--- src/shared/olm_pkg.sv ---
// Constants, types and encodings for the OR, load and move instruction unit
package olm_pkg;
	localparam int ADDR_W = 12;
	localparam int DATA_W = 8;
	// Opcode field patterns
	localparam logic [7:0] OP_OR_LIT   = 8'h09;
	localparam logic [5:0] OP_OR_FILE  = 6'h04;
	localparam logic [5:0] OP_MOV_FILE = 6'h14;
	localparam logic [5:0] OP_LD_PTR   = 6'h38;
	localparam logic [7:0] OP_LD_PTR2  = 8'hf0;
	localparam logic [3:0] OP_MOVFF1   = 4'hc;
	localparam logic [3:0] OP_SECOND   = 4'hf;
	// Field positions
	localparam int D_BIT = 9;
	localparam int A_BIT = 8;
	localparam int PSEL_HI = 9;
	localparam int PSEL_LO = 8;
	// Access bank split: low half maps to 0x000, high half to 0xf00
	localparam logic [7:0] ACC_SPLIT  = 8'h80;
	localparam logic [3:0] ACC_HI_BNK = 4'hf;
	localparam logic [3:0] ACC_LO_BNK = 4'h0;
	// Accumulator data address, for the two-word move
	localparam logic [11:0] ACC_ADDR = 12'hfe8;
	localparam logic [1:0]  PTR_MAX  = 2'h2;
	localparam logic [1:0]  PH_RD    = 2'h1;
	localparam logic [1:0]  PH_WR    = 2'h3;

	typedef struct packed {
		logic        valid;
		logic [15:0] word;
	} olm_instr_t;

	typedef struct packed {
		logic                 rdEn;
		logic                 wrEn;
		logic [ADDR_W-1:0]    addr;
		logic [DATA_W-1:0]    wdata;
	} olm_mem_t;

	typedef struct packed {
		logic       wrHigh;
		logic       wrLow;
		logic [1:0] sel;
		logic [7:0] data;
	} olm_ptr_t;

	typedef enum logic [1:0] {OLM_OPEN, OLM_PTR2, OLM_MOV2} olm_state_t;
endpackage

--- src/hdl/olm_phase_ctr.sv ---
// Four-phase cycle counter of the core
`timescale 1ns/100ps
module olm_phase_ctr (
	// Clock and reset
	input  wire logic       clk,
	input  wire logic       srst,
	// Phase
	output logic [1:0]      phase,
	output logic            lastPhase
);
	logic [1:0] phase_r;

	always_ff @(posedge clk) begin
		if (srst) phase_r <= 2'h0;
		else phase_r <= phase_r + 2'h1;
	end

	assign phase = phase_r;
	assign lastPhase = (phase_r == 2'h3);
endmodule // olm_phase_ctr

--- src/hdl/olm_exec.sv ---
// Decode and execute of OR, pointer load and move instructions
`timescale 1ns/100ps
module olm_exec
	import olm_pkg::*;
(
	// Clock and reset
	input  wire logic                     clk,
	input  wire logic                     srst,
	// Instruction word, held for a whole cycle
	input  wire olm_pkg::olm_instr_t      instr,
	// Core context
	input  wire logic [3:0]               bankSel,
	input  wire logic [7:0]               memRdata,
	// Data memory request
	output olm_pkg::olm_mem_t             mem,
	// Pointer register writes
	output olm_pkg::olm_ptr_t             ptr,
	// Accumulator and flags
	output logic [7:0]                    acc,
	output logic                          flagN,
	output logic                          flagZ,
	// Phase of the instruction cycle
	output logic [1:0]                    phaseOut,
	output logic                          cycleDone
);
	import olm_pkg::*;

	logic [1:0]  phase;
	logic        lastPhase;
	olm_state_t  state_r, state_nxt;
	logic [7:0]  acc_r, acc_nxt;
	logic        flagN_r, flagN_nxt;
	logic        flagZ_r, flagZ_nxt;
	olm_mem_t    mem_r, mem_nxt;
	olm_ptr_t    ptr_r, ptr_nxt;
	logic [7:0]  hold_r, hold_nxt;
	logic [1:0]  ptrSel_r, ptrSel_nxt;
	logic [1:0]  phase_r;
	logic        done_r;

	olm_phase_ctr u_phase (
		.clk       (clk),
		.srst      (srst),
		.phase     (phase),
		.lastPhase (lastPhase)
	);

	// Decode
	wire [15:0] w        = instr.word;
	wire        isOrLit  = (state_r == OLM_OPEN) && (w[15:8] == OP_OR_LIT);
	wire        isOrFile = (state_r == OLM_OPEN) && (w[15:10] == OP_OR_FILE);
	wire        isMovF   = (state_r == OLM_OPEN) && (w[15:10] == OP_MOV_FILE);
	wire        isLdPtr  = (state_r == OLM_OPEN) && (w[15:10] == OP_LD_PTR)
		&& (w[PSEL_HI:PSEL_LO] <= PTR_MAX);
	wire        isMovFF  = (state_r == OLM_OPEN) && (w[15:12] == OP_MOVFF1);
	wire        isFile   = isOrFile || isMovF;
	wire        destFile = w[D_BIT];
	// Access bank or banked address
	wire [3:0]  accBank  = (w[7:0] < ACC_SPLIT) ? ACC_LO_BNK : ACC_HI_BNK;
	wire [11:0] fileAddr = w[A_BIT] ? {bankSel, w[7:0]} : {accBank, w[7:0]};
	// Accumulator as a move operand
	wire        srcIsAcc = (w[11:0] == ACC_ADDR);
	wire [7:0]  rdVal    = srcIsAcc ? acc_r : memRdata;
	wire [7:0]  orLit    = acc_r | w[7:0];
	wire [7:0]  orFile   = acc_r | memRdata;
	wire [7:0]  fileRes  = isOrFile ? orFile : memRdata;
	wire        ph1      = (phase == PH_RD);

	always_comb begin
		state_nxt  = state_r;
		acc_nxt    = acc_r;
		flagN_nxt  = flagN_r;
		flagZ_nxt  = flagZ_r;
		hold_nxt   = hold_r;
		ptrSel_nxt = ptrSel_r;
		mem_nxt    = '0;
		ptr_nxt    = '0;
		if (instr.valid) begin
			if (isFile && ph1) begin
				// Read in phase two
				mem_nxt.rdEn = 1'b1;
				mem_nxt.addr = fileAddr;
			end
			if (isMovFF && ph1) begin
				// Source read in the first cycle
				mem_nxt.rdEn = !srcIsAcc;
				mem_nxt.addr = w[11:0];
			end
			if (lastPhase) begin
				unique case (state_r)
					OLM_OPEN: begin
						if (isOrLit) begin
							acc_nxt   = orLit;
							flagN_nxt = orLit[7];
							flagZ_nxt = (orLit == 8'h00);
						end else if (isFile) begin
							// Write destination in phase four
							flagN_nxt = fileRes[7];
							flagZ_nxt = (fileRes == 8'h00);
							if (destFile) begin
								mem_nxt.wrEn  = 1'b1;
								mem_nxt.addr  = fileAddr;
								mem_nxt.wdata = fileRes;
							end else begin
								acc_nxt = fileRes;
							end
						end else if (isLdPtr) begin
							// High byte first, flags untouched
							ptr_nxt.wrHigh = 1'b1;
							ptr_nxt.sel    = w[PSEL_HI:PSEL_LO];
							ptr_nxt.data   = {4'h0, w[3:0]};
							ptrSel_nxt     = w[PSEL_HI:PSEL_LO];
							state_nxt      = OLM_PTR2;
						end else if (isMovFF) begin
							hold_nxt  = rdVal;
							state_nxt = OLM_MOV2;
						end
						// Lone 1111 word falls through as no-operation
					end
					OLM_PTR2: begin
						ptr_nxt.wrLow = 1'b1;
						ptr_nxt.sel   = ptrSel_r;
						ptr_nxt.data  = w[7:0];
						state_nxt     = OLM_OPEN;
					end
					OLM_MOV2: begin
						// No dummy read, write at the end
						if (w[11:0] == ACC_ADDR) begin
							acc_nxt = hold_r;
						end else begin
							mem_nxt.wrEn  = 1'b1;
							mem_nxt.addr  = w[11:0];
							mem_nxt.wdata = hold_r;
						end
						state_nxt = OLM_OPEN;
					end
				endcase
			end
		end
	end

	always_ff @(posedge clk) begin
		if (srst) begin
			state_r  <= OLM_OPEN;
			acc_r    <= 8'h00;
			flagN_r  <= 1'b0;
			flagZ_r  <= 1'b0;
			mem_r    <= '0;
			ptr_r    <= '0;
			hold_r   <= 8'h00;
			ptrSel_r <= 2'h0;
			phase_r  <= 2'h0;
			done_r   <= 1'b0;
		end else begin
			state_r  <= state_nxt;
			acc_r    <= acc_nxt;
			flagN_r  <= flagN_nxt;
			flagZ_r  <= flagZ_nxt;
			mem_r    <= mem_nxt;
			ptr_r    <= ptr_nxt;
			hold_r   <= hold_nxt;
			ptrSel_r <= ptrSel_nxt;
			phase_r  <= phase;
			done_r   <= lastPhase;
		end
	end

	assign mem       = mem_r;
	assign ptr       = ptr_r;
	assign acc       = acc_r;
	assign flagN     = flagN_r;
	assign flagZ     = flagZ_r;
	assign phaseOut  = phase_r;
	assign cycleDone = done_r;
endmodule // olm_exec

--- config.mk ---
export PLATFORM = sky130hd
export DESIGN_NAME = olm_exec
export DESIGN_NICKNAME = d
export VERILOG_FILES = /design/src/shared/olm_pkg.sv /design/src/hdl/olm_phase_ctr.sv /design/src/hdl/olm_exec.sv
export SDC_FILE = /design/constraint.sdc
export NUM_CORES = 1
export LEC_CHECK = 0
export ABC_AREA = 1
export BUFFER_PORTS_ARGS = -buffer_cell sky130_fd_sc_hd__buf_2
export CAP_MARGIN = 10
export CORE_MARGIN = 2
export CORE_UTILIZATION = 57
export DETAILED_ROUTE_END_ITERATION = 10
export GPL_ROUTABILITY_DRIVEN = 0
export GPL_TIMING_DRIVEN = 1
export PLACE_DENSITY = 0.85
export SYNTH_ARGS = -nofsm -noshare
export SYNTH_HDL_FRONTEND = slang
export SYNTH_HIERARCHICAL = 1
export SYNTH_SLANG_ARGS = --single-unit
--- constraint.sdc ---
create_clock -name clk -period 3.2 [get_ports clk]
set_clock_uncertainty 0.2 [all_clocks]
set_input_delay 0.96 -clock clk [delete_from_list [all_inputs] [get_ports clk]]
set_output_delay 0.96 -clock clk [all_outputs]
set_load 0.01 [all_outputs]
==> run_summary.xml, run 1 <==
<?xml version="1.0" encoding="UTF-8"?>
<metrics>
  <group name="status">
    <metric name="outcome" unit="">complete, no violations</metric>
  </group>
  <group name="power_and_ir_drop">
    <metric name="power.density_cell_area" unit="nW/um^2">419</metric>
    <metric name="int_pwr" unit="uW">1180</metric>
    <metric name="worst_vdd_rail_ir_drop" unit="uV">377</metric>
    <metric name="power.clock.fraction" unit="%">43.3</metric>
    <metric name="power_switching_share" unit="%">25.5</metric>
    <metric name="power.share.combinational" unit="%">8.4</metric>
    <metric name="power.net_switching" unit="uW">405</metric>
    <metric name="p_leak" unit="uW">0.00195</metric>
    <metric name="share_seq_of_total_power" unit="%">48.3</metric>
  </group>
  <group name="sta">
    <metric name="slew_viol_final" unit="">0</metric>
    <metric name="grt_setup_unrepaired" unit="">false</metric>
    <metric name="worstMarginPinSlew" unit="ps">660</metric>
    <metric name="timing.slew.headroom" unit="%">56.0</metric>
    <metric name="timing.final.setup_violations" unit="">0</metric>
    <metric name="fmax" unit="MHz">388</metric>
    <metric name="hold_viol" unit="">0</metric>
    <metric name="timing.setup.tns" unit="ps">0</metric>
    <metric name="finalWorstPathRequiredPeriod" unit="ps">2580</metric>
    <metric name="min_period_over_period" unit="%">80.5</metric>
  </group>
  <group name="synthesis">
    <metric name="synth_mux_area_share" unit="%">0</metric>
    <metric name="synth_area_leader_cell" unit="">dfxtp_1</metric>
    <metric name="postSynthRegisterBits" unit="">61</metric>
    <metric name="asyncSetResetFlopFracSynth" unit="%">0</metric>
    <metric name="synthesis.area" unit="sq um">3170</metric>
    <metric name="synth.cells.most_frequent" unit="">nand2_1 (114), nor2_1 (90), inv_1 (65), dfxtp_1 (61), nand3_1 (29)</metric>
    <metric name="post-synth-top-area-fraction" unit="%">38.6</metric>
    <metric name="syn_inst" unit="">484</metric>
    <metric name="synth.net_count" unit="">519</metric>
    <metric name="largest_family_of_logic_cells_by_synthesized_area" unit="">simple AND/OR/NAND/NOR gates</metric>
    <metric name="ys_top_cells_by_area" unit="">dfxtp_1 (39%), nand2_1 (14%), nor2_1 (11%)</metric>
    <metric name="synth.yosys.seq_area_share" unit="%">38.6</metric>
    <metric name="synth_enable_flop_cells" unit="">0</metric>
    <metric name="synth_xor_xnor_area_share" unit="%">0</metric>
    <metric name="synthMostInstantiatedCell" unit="">nand2_1</metric>
    <metric name="ys_types" unit="">29</metric>
    <metric name="post_synth_fa_ha_maj_area_fraction" unit="%">1.58</metric>
    <metric name="synth-simple-area-share" unit="%">40.1</metric>
    <metric name="avgSynthCellArea" unit="sq um">6.54</metric>
    <metric name="postSynth.topFlopCell" unit="">dfxtp_1</metric>
    <metric name="warnings_synthesis" unit="">6</metric>
    <metric name="synth_compound_gate_area_share" unit="%">9.05</metric>
  </group>
  <group name="route">
    <metric name="route.final.wire_length" unit="mm">8.88</metric>
    <metric name="drcViolationCount" unit="">0</metric>
    <metric name="vias_per_cell" unit="">5.38</metric>
    <metric name="drt-met1-wl" unit="mm">3.76</metric>
    <metric name="dr.first_iter.drc_count" unit="">447</metric>
    <metric name="dr.max_layer_used" unit="">met4</metric>
    <metric name="routed-wl-met2" unit="mm">3.93</metric>
    <metric name="wl_per_cell" unit="microns">13.9</metric>
    <metric name="routed-via-count" unit="">3430</metric>
    <metric name="drt_first_pass_iters" unit="">6</metric>
    <metric name="final_antenna_net_count" unit="">0</metric>
    <metric name="met3WireLength" unit="microns">921</metric>
  </group>
  <group name="clock_tree">
    <metric name="root_buffer" unit="">clkbuf_8</metric>
    <metric name="ctsHoldBuffers" unit="">0</metric>
    <metric name="post_cts_buffers" unit="">0</metric>
    <metric name="clock_buffers_created_by_tritoncts" unit="">9</metric>
    <metric name="cts.path.max_buffers" unit="">2</metric>
    <metric name="cts.reportedPaths.clkPinSlew" unit="ps">70</metric>
    <metric name="tritoncts" unit="">done</metric>
    <metric name="postCtsResizedCells" unit="">0</metric>
    <metric name="clock-sinks" unit="">61</metric>
    <metric name="insertion_delay" unit="ps">340</metric>
    <metric name="htreeDepth" unit="">3</metric>
  </group>
  <group name="worst_setup_path">
    <metric name="crit_path_max_fanout" unit="">15</metric>
    <metric name="setup.worst_path.end_class" unit="">flip-flop</metric>
    <metric name="critical_path.top_delay_family" unit="">adder cells</metric>
    <metric name="worst-setup-path-type" unit="">flip-flop to flip-flop</metric>
    <metric name="slowest_stage" unit="">ha_1</metric>
    <metric name="worstReg2RegStart" unit="">state_r[0]</metric>
    <metric name="worst_setup_slack_for_register_to_register_paths" unit="ps">620</metric>
    <metric name="crit-reg2reg-capture" unit="">acc[2]</metric>
    <metric name="crit_path_max_incr_delay" unit="ps">540</metric>
    <metric name="worstPathCellList" unit="">inv_1 -&gt; ha_1 -&gt; clkinv_1 -&gt; a21oi_2 -&gt; nand3_4 -&gt; nand2_1 -&gt; nand2_1 -&gt; nor2_1</metric>
    <metric name="most_common_cell_on_crit_path" unit="">nand2_1</metric>
    <metric name="critical_path.startpoint_type" unit="">flip-flop</metric>
    <metric name="path_buf_inv" unit="">2</metric>
    <metric name="critical_path.startpoint" unit="">state_r[0]</metric>
    <metric name="worst-endpoint-arrival" unit="ps">2650</metric>
    <metric name="critPathRequiredTime" unit="ps">3270</metric>
    <metric name="cp.depth" unit="">8</metric>
    <metric name="timing.reg2reg.worst_path_depth" unit="">8</metric>
  </group>
  <group name="min_path">
    <metric name="whs_path_cells" unit="">2</metric>
    <metric name="timing.hold.worst.class" unit="">flip-flop to flip-flop</metric>
    <metric name="min_from" unit="">ptrSel_r[0]</metric>
    <metric name="worst_hold_path.endpoint" unit="">ptrSel_r[0]</metric>
  </group>
  <group name="cells_and_area">
    <metric name="finish.net_count" unit="">596</metric>
    <metric name="drive_gt1_share" unit="%">19.8</metric>
    <metric name="non_filler_cell_area_final" unit="sq um">3790</metric>
    <metric name="area_of_all_sequential_standard_cells" unit="sq um">1220</metric>
    <metric name="filler_cell_count" unit="">477</metric>
    <metric name="post_synthesis_to_final_layout_area_growth" unit="%">19.8</metric>
    <metric name="multiInputGateArea" unit="sq um">1610</metric>
    <metric name="final-instance-count-excl-fill" unit="">638</metric>
    <metric name="diodes_inserted" unit="">0</metric>
  </group>
  <group name="job">
    <metric name="max_cap_check_violation_count" unit="">0</metric>
  </group>
  <group name="floorplan">
    <metric name="fp.dieW" unit="microns">78.5</metric>
    <metric name="fp.dieArea" unit="sq um">6170</metric>
    <metric name="floorplan.initialDensity" unit="%">58.2</metric>
    <metric name="fp.coreArea" unit="sq um">5440</metric>
    <metric name="dieHeight" unit="microns">78.5</metric>
    <metric name="rows" unit="">27</metric>
    <metric name="ios" unit="">78</metric>
  </group>
  <group name="grt">
    <metric name="grt_start_max_net_pins" unit="">26</metric>
    <metric name="grt_pass1_wl" unit="mm">14.4</metric>
    <metric name="number_of_global_route_vias_before_repair" unit="">3126</metric>
    <metric name="grt_overflow" unit="">0</metric>
    <metric name="global_route.usage.total" unit="%">29.8</metric>
    <metric name="antenna_violations_before_repair" unit="">0</metric>
  </group>
  <group name="place">
    <metric name="placedCellCount" unit="">622</metric>
    <metric name="port_buffers" unit="">77</metric>
    <metric name="place.detailed.hpwl" unit="mm">6.63</metric>
    <metric name="placement.cell_area" unit="sq um">3590</metric>
  </group>
</metrics>
[cells in the final DEF (no fill, tap or decap), types with 13 or more instances in the layout]
master,instances
nand2_1,114
inv_1,65
nor2_1,90
nand4_1,24
nand3_1,29
o21ai_0,25
dfxtp_1,61
nor3_1,16
buf_2,77
a21oi_1,13
[worst max-delay path by stage]
stage	slack, ps	endpoint
global route	480	acc[5]
finish	620	acc[2]
global placement	450	hold_r[2]
CTS	660	hold_r[7]
detailed placement	350	hold_r[0]
floorplan	820	flagN
[flip-flops by register name, indices dropped and copies added, names as in the netlist]
signal	count
flagZ	1
u_phase/phase	2
ptrSel_r	2
flagN	1
mem	22
ptr	12
cycleDone	1
acc	8
phaseOut	2
state_r	2
hold_r	8
[layout make-up]
class	instances	share of cell area [%]
Tap cell	72	2.37
Clock inverter	6	1.65
Clock buffer	10	3.63
Sequential cell	61	32.2
Inverter	69	6.86
Multi-Input combinational cell	339	42.3
Timing Repair Buffer	81	10.9
[power by group through the flow]
stage	logic, uW	clock network, uW	registers (uW)
3_5_place_dp	130	0	784
3_3_place_gp	128	0	784
6_report	134	688	767
4_1_cts	131	690	767
2_1_floorplan	77.6	0	786
5_1_grt	149	730	767
[kinds of logic (layout without fill, tap and decap cells)]
| kind of cell | after synthesis | after routing |
|---|---|---|
| compound gates | 49 | 49 |
| fa+ha+maj | 4 | 4 |
| buf+inv | 84 | 166 |
| flops | 61 | 61 |
| simple gates | 286 | 286 |
[per-layer routing]
| layer | up-vias | track usage (%) |
|---|---|---|
| met3 | 32 | 6.55 |
| met5 | - | 0 |
| met1 | 1493 | 39.5 |
| met2 | 208 | 47.7 |
| met4 | 0 | 10.7 |
| li1 | 1697 | - |
[worst register-to-register path: cells and delay by family, from the launching register on]
kind	cells	cell delay [ps]
simple gates	4	430
compound gates	1	500
flops	1	340
buf+inv	2	500
fa+ha+maj	1	540
[metrics by stage]
step / worst slack (ps) / util [%] / power, uW / hold WS [ps]
4_1_cts: 664 / 69.7 / 1590 / 255
3_5_place_dp: 347 / 66.1 / 914 / 245
3_3_place_gp: 446 / 66.1 / 912 / 229
6_report: 625 / 69.7 / 1590 / 254
2_1_floorplan: 824 / - / 863 / 215
5_1_grt: 482 / 69.7 / 1650 / 281
Note: power is estimated with default switching activity, not from simulation.
==> run 2, diff against run 1 <==
--- a/config.mk
+++ b/config.mk
@@ -5,15 +5,15 @@
 export SDC_FILE = /design/constraint.sdc
 export NUM_CORES = 1
 export LEC_CHECK = 0
-export ABC_AREA = 1
+export ABC_AREA = 0
 export BUFFER_PORTS_ARGS = -buffer_cell sky130_fd_sc_hd__buf_2
 export CAP_MARGIN = 10
 export CORE_MARGIN = 2
-export CORE_UTILIZATION = 57
+export CORE_UTILIZATION = 52
 export DETAILED_ROUTE_END_ITERATION = 10
 export GPL_ROUTABILITY_DRIVEN = 0
 export GPL_TIMING_DRIVEN = 1
-export PLACE_DENSITY = 0.85
+export PLACE_DENSITY = 0.79
 export SYNTH_ARGS = -nofsm -noshare
 export SYNTH_HDL_FRONTEND = slang
 export SYNTH_HIERARCHICAL = 1
==> constraint.sdc (replaced) <==
create_clock -name clk -period 2.5 [get_ports clk]
set_clock_uncertainty 0.2 [all_clocks]
set_input_delay 0.75 -clock clk [delete_from_list [all_inputs] [get_ports clk]]
set_output_delay 0.75 -clock clk [all_outputs]
set_load 0.01 [all_outputs]
==> run 2 against run 1 <==
  * First-iteration DRC count down 33%
  * Power up 28%
  * Highest routed layer unchanged
  * Die area down 0.90%
  * Non-clock buffer count up 48
  * Largest power group unchanged
==> run_summary.xml, run 2 <==
<?xml version="1.0" encoding="UTF-8"?>
<metrics>
  <group name="worst_setup_path">
    <metric name="critical_path.top_delay_family" unit="">simple AND/OR/NAND/NOR gates</metric>
    <metric name="critical_path.startpoint_type" unit="">input port</metric>
    <metric name="worst-endpoint-arrival" unit="ps">2470</metric>
    <metric name="path_buf_inv" unit="">3</metric>
    <metric name="critPathRequiredTime" unit="ps">2550</metric>
    <metric name="setup.worst_path.end_class" unit="">flip-flop</metric>
    <metric name="crit_path_max_incr_delay" unit="ps">560</metric>
    <metric name="slowest_stage" unit="">or4b_4</metric>
    <metric name="crit_path_max_fanout" unit="">6</metric>
    <metric name="worst-setup-path-type" unit="">input port to flip-flop</metric>
    <metric name="worstPathCellList" unit="">buf_2 -&gt; or4b_4 -&gt; nor3_4 -&gt; buf_4 -&gt; buf_12 -&gt; a211o_1 -&gt; o311ai_0 -&gt; a311oi_1</metric>
  </group>
  <group name="synthesis">
    <metric name="synthesis.area" unit="sq um">2860</metric>
    <metric name="postSynthRegisterBits" unit="">61</metric>
    <metric name="synth_xor_xnor_area_share" unit="%">0</metric>
    <metric name="synth_compound_gate_area_share" unit="%">23.7</metric>
    <metric name="post-synth-top-area-fraction" unit="%">42.7</metric>
    <metric name="post_synth_fa_ha_maj_area_fraction" unit="%">1.75</metric>
    <metric name="asyncSetResetFlopFracSynth" unit="%">0</metric>
    <metric name="synth_area_leader_cell" unit="">dfxtp_1</metric>
    <metric name="synth_enable_flop_cells" unit="">0</metric>
    <metric name="synthMostInstantiatedCell" unit="">dfxtp_1</metric>
    <metric name="avgSynthCellArea" unit="sq um">8.78</metric>
    <metric name="ys_top_cells_by_area" unit="">dfxtp_1 (43%), a311oi_1 (4.6%), nor2_1 (4.3%)</metric>
    <metric name="largest_family_of_logic_cells_by_synthesized_area" unit="">simple AND/OR/NAND/NOR gates</metric>
    <metric name="postSynth.topFlopCell" unit="">dfxtp_1</metric>
    <metric name="synth-simple-area-share" unit="%">26.1</metric>
    <metric name="synth_mux_area_share" unit="%">1.44</metric>
    <metric name="ys_types" unit="">51</metric>
    <metric name="synth.yosys.seq_area_share" unit="%">42.7</metric>
    <metric name="syn_inst" unit="">326</metric>
    <metric name="synth.cells.most_frequent" unit="">dfxtp_1 (61), nor2_1 (33), nand2_1 (32), a21oi_1 (18)</metric>
    <metric name="synth.net_count" unit="">361</metric>
    <metric name="warnings_synthesis" unit="">6</metric>
  </group>
  <group name="cells_and_area">
    <metric name="final_cell_mix" unit="">buf_2 (77), dfxtp_1 (61), buf_4 (48), nor2_1 (33), nand2_1 (32)</metric>
    <metric name="post_synthesis_to_final_layout_area_growth" unit="%">35.9</metric>
    <metric name="diodes_inserted" unit="">0</metric>
    <metric name="non_filler_cell_area_final" unit="sq um">3890</metric>
    <metric name="drive_gt1_share" unit="%">34.4</metric>
    <metric name="area_of_all_sequential_standard_cells" unit="sq um">1220</metric>
    <metric name="finish.net_count" unit="">480</metric>
    <metric name="multiInputGateArea" unit="sq um">1530</metric>
    <metric name="finish.utilization" unit="%">71.9</metric>
    <metric name="filler_cell_count" unit="">428</metric>
    <metric name="largest_register_ffs" unit="">22</metric>
    <metric name="layout.cells.most_common" unit="">buf_2</metric>
  </group>
  <group name="place">
    <metric name="place.detailed.hpwl" unit="mm">6.26</metric>
    <metric name="placement.cell_area" unit="sq um">3640</metric>
    <metric name="place_ws" unit="ps">-203</metric>
    <metric name="port_buffers" unit="">77</metric>
  </group>
  <group name="power_and_ir_drop">
    <metric name="power.density_cell_area" unit="nW/um^2">523</metric>
    <metric name="worst_vdd_rail_ir_drop" unit="uV">397</metric>
    <metric name="p_leak" unit="uW">0.00174</metric>
  </group>
  <group name="route">
    <metric name="dr.first_iter.drc_count" unit="">299</metric>
    <metric name="drcViolationCount" unit="">0</metric>
    <metric name="drt_first_pass_iters" unit="">5</metric>
    <metric name="routed-via-count" unit="">3122</metric>
    <metric name="wl_per_cell" unit="microns">16.6</metric>
    <metric name="vias_per_cell" unit="">5.98</metric>
    <metric name="final_antenna_net_count" unit="">0</metric>
    <metric name="route.final.wire_length" unit="mm">8.66</metric>
  </group>
  <group name="floorplan">
    <metric name="fp.coreArea" unit="sq um">5410</metric>
    <metric name="dieHeight" unit="microns">78.2</metric>
    <metric name="ios" unit="">78</metric>
    <metric name="rows" unit="">27</metric>
    <metric name="fp.dieArea" unit="sq um">6110</metric>
    <metric name="floorplan.initialDensity" unit="%">52.9</metric>
    <metric name="fp.dieW" unit="microns">78.2</metric>
  </group>
  <group name="clock_tree">
    <metric name="cts.path.max_buffers" unit="">2</metric>
    <metric name="htreeDepth" unit="">3</metric>
    <metric name="ctsHoldBuffers" unit="">0</metric>
    <metric name="insertion_delay" unit="ps">350</metric>
    <metric name="tritoncts" unit="">done</metric>
    <metric name="clock-sinks" unit="">61</metric>
    <metric name="clock_buffers_created_by_tritoncts" unit="">9</metric>
    <metric name="root_buffer" unit="">clkbuf_8</metric>
    <metric name="cts.reportedPaths.clkPinSlew" unit="ps">70</metric>
  </group>
  <group name="sta">
    <metric name="worstMarginPinSlew" unit="ps">498</metric>
    <metric name="fmax" unit="MHz">413</metric>
    <metric name="finalWorstPathRequiredPeriod" unit="ps">2420</metric>
    <metric name="min_period_over_period" unit="%">96.9</metric>
    <metric name="grt_setup_unrepaired" unit="">false</metric>
    <metric name="timing.final.setup_violations" unit="">0</metric>
    <metric name="timing.setup.tns" unit="ps">0</metric>
    <metric name="slew_viol_final" unit="">0</metric>
    <metric name="timing.slew.headroom" unit="%">66.7</metric>
    <metric name="finalHoldWorstSlack" unit="ps">266</metric>
    <metric name="postLayoutSetupSlackWorst" unit="ps">78.1</metric>
    <metric name="hold_viol" unit="">0</metric>
  </group>
  <group name="grt">
    <metric name="global_route.usage.total" unit="%">28.9</metric>
    <metric name="grt_overflow" unit="">0</metric>
    <metric name="grt_pass1_wl" unit="mm">13.8</metric>
    <metric name="antenna_violations_before_repair" unit="">0</metric>
    <metric name="number_of_global_route_vias_before_repair" unit="">2833</metric>
    <metric name="grt_start_max_net_pins" unit="">28</metric>
  </group>
  <group name="status">
    <metric name="outcome" unit="">complete, no violations</metric>
  </group>
  <group name="min_path">
    <metric name="timing.hold.worst.class" unit="">flip-flop to flip-flop</metric>
  </group>
  <group name="job">
    <metric name="max_cap_check_violation_count" unit="">0</metric>
  </group>
</metrics>
==> run 2: layout make-up <==
cell class	instances	share of cell area (%)
inverters	6	0.579
well taps	72	2.32
clock buffers	12	3.73
multi-input cells	238	39.4
flip-flops and latches	61	31.4
clock inverters	4	1.22
repair buffers	129	21.4
==> run 2: worst paths after layout <==
path / startpoint / endpoint / slack (ps) / cells after the start
worst max-delay path: instr[10] / acc[1] / 80 / 8
worst min-delay path: u_phase/phase[0] / u_phase/phase[0] / 270 / 1
worst max register to register: state_r[1] / acc[1] / 120 / 9
worst min register to register: u_phase/phase[0] / u_phase/phase[0] / 270 / 1
==> run 2: kinds of logic after synthesis <==
| family | Yosys count |
|---|---|
| simple gates | 141 |
| compound gates | 89 |
| flops | 61 |
| buf+inv | 27 |
| fa+ha+maj | 4 |
| mux | 4 |
==> run 2: routing by layer <==
metal  global-route usage, %  part of all wire (%)  vias to the layer above
li1                        -                     -                     1462
met1                    38.5                    41                     1423
met2                    45.6                    47                      202
met3                    5.29                   8.9                       35
met4                    13.5                   3.1                        0
met5                       0                     0                        -
==> run 2: report_power, final <==
group	switching (uW)	internal, uW
clock network	376	484
registers	4.16	979
logic	104	85.4
==> run 2: per-stage QoR <==
stage | power, uW | cells
CTS | 2030 | 518
global placement | 1180 | 502
finish | 2030 | 522
floorplan | 1090 | 326
global route | 2100 | 522
detailed placement | 1190 | 502
==> run 2: timing repair <==
| item | CTS | global route |
|---|---|---|
| setup buffers | 0 | 3 |
| endpoints found under the setup margin | 0 | 5 |
| resized for setup | 0 | 4 |
==> run 2: worst register-to-register path: stages, from the launching register on <==
cell	delay [ps]
dfxtp_1	330
inv_2	90
ha_4	150
or4b_4	490
nor3_4	230
buf_4	160
buf_12	110
a211o_1	110
o311ai_0	120
a311oi_1	300
==> run 3, diff against run 2 <==
--- a/config.mk
+++ b/config.mk
@@ -13,7 +13,7 @@
 export DETAILED_ROUTE_END_ITERATION = 10
 export GPL_ROUTABILITY_DRIVEN = 0
 export GPL_TIMING_DRIVEN = 1
-export PLACE_DENSITY = 0.79
+export PLACE_DENSITY = 0.78
 export SYNTH_ARGS = -nofsm -noshare
 export SYNTH_HDL_FRONTEND = slang
 export SYNTH_HIERARCHICAL = 1
==> run 3 against run 2 <==
  * Cell count shrank 0.19%
  * Core utilization decreased by 0.32 points
  * Critical path depth did not move
  * Non-clock buffer count did not move
  * Sequential share of layout area increased by 0.14 points
  * Die area unchanged
  * Register-to-register slack gained 40 ps
  * Clock power increased by 11%
  * Worst hold slack improved by 6.7 ps
  * Global-route usage is 0.31 points higher
  * Wire length increased by 0.87%
  * Combinational power up 3%
==> run_summary.xml, run 3 (synthesis results as in run 2) <==
<?xml version="1.0" encoding="UTF-8"?>
<metrics>
  <group name="sta">
    <metric name="timing.slew.headroom" unit="%">60.2</metric>
    <metric name="timing.final.setup_violations" unit="">0</metric>
    <metric name="grt_setup_unrepaired" unit="">false</metric>
    <metric name="finalWorstPathRequiredPeriod" unit="ps">2340</metric>
    <metric name="hold_viol" unit="">0</metric>
    <metric name="slew_viol_final" unit="">0</metric>
    <metric name="min_period_over_period" unit="%">93.7</metric>
    <metric name="fmax" unit="MHz">427</metric>
    <metric name="worstMarginPinSlew" unit="ps">597</metric>
  </group>
  <group name="worst_setup_path">
    <metric name="path_buf_inv" unit="">2</metric>
    <metric name="setup.worst_path.end_class" unit="">flip-flop</metric>
    <metric name="worst-endpoint-arrival" unit="ps">2400</metric>
    <metric name="worst-setup-path-type" unit="">flip-flop to flip-flop</metric>
    <metric name="critical_path.startpoint_type" unit="">flip-flop</metric>
    <metric name="slowest_stage" unit="">or4b_4</metric>
    <metric name="crit_path_max_incr_delay" unit="ps">480</metric>
    <metric name="critical_path.top_delay_family" unit="">simple AND/OR/NAND/NOR gates</metric>
    <metric name="crit_path_max_fanout" unit="">8</metric>
    <metric name="critPathRequiredTime" unit="ps">2560</metric>
    <metric name="worstPathCellList" unit="">inv_1 -&gt; ha_4 -&gt; or4b_4 -&gt; nor3_4 -&gt; buf_6 -&gt; a211o_1 -&gt; o311ai_0 -&gt; a311oi_1</metric>
  </group>
  <group name="status">
    <metric name="outcome" unit="">complete, no violations</metric>
  </group>
  <group name="route">
    <metric name="drt_first_pass_iters" unit="">5</metric>
    <metric name="drcViolationCount" unit="">0</metric>
    <metric name="wl_per_cell" unit="microns">16.8</metric>
    <metric name="route.final.wire_length" unit="mm">8.73</metric>
    <metric name="routed-via-count" unit="">3136</metric>
    <metric name="dr.first_iter.drc_count" unit="">354</metric>
    <metric name="vias_per_cell" unit="">6.02</metric>
    <metric name="final_antenna_net_count" unit="">0</metric>
  </group>
  <group name="grt">
    <metric name="grt_start_max_net_pins" unit="">28</metric>
    <metric name="grtUsageMet3" unit="%">7.70</metric>
    <metric name="globalRouteMet2Util" unit="%">46.0</metric>
    <metric name="antenna_violations_before_repair" unit="">0</metric>
    <metric name="number_of_global_route_vias_before_repair" unit="">2928</metric>
    <metric name="grt_overflow" unit="">0</metric>
    <metric name="grtUsageMet1" unit="%">37.4</metric>
    <metric name="global_route.usage.total" unit="%">29.2</metric>
    <metric name="global_route.peak_usage_layer" unit="">met2</metric>
    <metric name="grt_pass1_wl" unit="mm">13.9</metric>
  </group>
  <group name="clock_tree">
    <metric name="ctsHoldBuffers" unit="">0</metric>
    <metric name="tritoncts" unit="">done</metric>
    <metric name="clock_buffers_created_by_tritoncts" unit="">9</metric>
    <metric name="insertion_delay" unit="ps">360</metric>
    <metric name="htreeDepth" unit="">3</metric>
    <metric name="root_buffer" unit="">clkbuf_8</metric>
    <metric name="cts.path.max_buffers" unit="">2</metric>
    <metric name="clock-sinks" unit="">61</metric>
    <metric name="cts.reportedPaths.clkPinSlew" unit="ps">70</metric>
  </group>
  <group name="place">
    <metric name="place.detailed.hpwl" unit="mm">6.23</metric>
    <metric name="port_buffers" unit="">77</metric>
    <metric name="placedCellCount" unit="">503</metric>
  </group>
  <group name="job">
    <metric name="max_cap_check_violation_count" unit="">0</metric>
  </group>
  <group name="power_and_ir_drop">
    <metric name="p_leak" unit="uW">0.00174</metric>
    <metric name="worst_vdd_rail_ir_drop" unit="uV">342</metric>
    <metric name="power.density_cell_area" unit="nW/um^2">553</metric>
    <metric name="fin_total_pwr" unit="uW">2140</metric>
  </group>
  <group name="floorplan">
    <metric name="rows" unit="">27</metric>
    <metric name="fp.dieW" unit="microns">78.2</metric>
    <metric name="dieHeight" unit="microns">78.2</metric>
    <metric name="ios" unit="">78</metric>
    <metric name="floorplan.initialDensity" unit="%">52.9</metric>
    <metric name="fp.dieArea" unit="sq um">6110</metric>
    <metric name="fp.coreArea" unit="sq um">5410</metric>
  </group>
  <group name="cells_and_area">
    <metric name="layout.cells.most_common" unit="">buf_2</metric>
    <metric name="multiInputGateArea" unit="sq um">1530</metric>
    <metric name="filler_cell_count" unit="">461</metric>
    <metric name="largest_register_ffs" unit="">22</metric>
    <metric name="final_cell_mix" unit="">buf_2 (77), dfxtp_1 (61), buf_4 (50), nor2_1 (33), nand2_1 (32)</metric>
    <metric name="final-instance-count-excl-fill" unit="">521</metric>
    <metric name="finish.net_count" unit="">480</metric>
    <metric name="area_of_all_sequential_standard_cells" unit="sq um">1220</metric>
    <metric name="post_synthesis_to_final_layout_area_growth" unit="%">35.3</metric>
    <metric name="diodes_inserted" unit="">0</metric>
    <metric name="drive_gt1_share" unit="%">34.1</metric>
  </group>
  <group name="min_path">
    <metric name="timing.hold.worst.class" unit="">flip-flop to flip-flop</metric>
  </group>
</metrics>
run 3: cell count changes in the layout (fill, tap and decap cells not counted), moves of 2 or more:
cell,before,now
buf_12,3,1
inv_1,3,5
buf_4,48,50
inv_2,2,0
run 3: per-stage QoR:
stage	utilization, %	cell area [sq um]	worst slack [ps]	setup TNS, ps	hold slack (ps)
after floorplan	-	2860	13.4	0	233
after global placement	66.9	3620	-133	-2180	257
after detailed placement	66.9	3620	-231	-3680	262
after CTS	70.9	3830	32.1	0	275
after global routing	71.6	3870	19.9	0	288
final	71.6	3870	157	0	273
run 3: per-layer routing:
layer	vias to the layer above	wire, microns
met4	0	218
met2	193	4090
met5	-	0
met1	1457	3620
li1	1456	-
met3	30	806
run 3: cell type report:
type	instances	area share, %
multi-input combinational	238	39.6
tap	72	2.33
inverter	6	0.582
timing repair buffer	129	20.5
clock inverter	4	1.87
sequential	61	31.5
clock buffer	11	3.65
run 3: final timing paths:
path	start	to	slack, ps	cells past startpoint
max	state_r[0]	acc[6]	160	8
min	u_phase/phase[0]	u_phase/phase[0]	270	1
max reg2reg	state_r[0]	acc[6]	160	8
min reg2reg	u_phase/phase[0]	u_phase/phase[0]	270	1
run 3: timing repair:
item | in CTS | in global routing
setup endpoints to repair | 0 | 7
gates resized for setup | 0 | 3
buffers inserted | 0 | 3
run 3: worst reg2reg max path, delay by kind of cell (launching register included):
kind | cells | cell delay (ps)
simple gates | 2 | 690
flops | 1 | 340
buf+inv | 2 | 300
fa+ha+maj | 1 | 160
compound gates | 3 | 570
run 3: report_power, final:
| group | internal (uW) | leakage (uW) | switching (uW) |
|---|---|---|---|
| combinational | 88.9 | 0.00114 | 108 |
| clock | 581 | 0.000105 | 379 |
| sequential | 979 | 0.000492 | 4.40 |
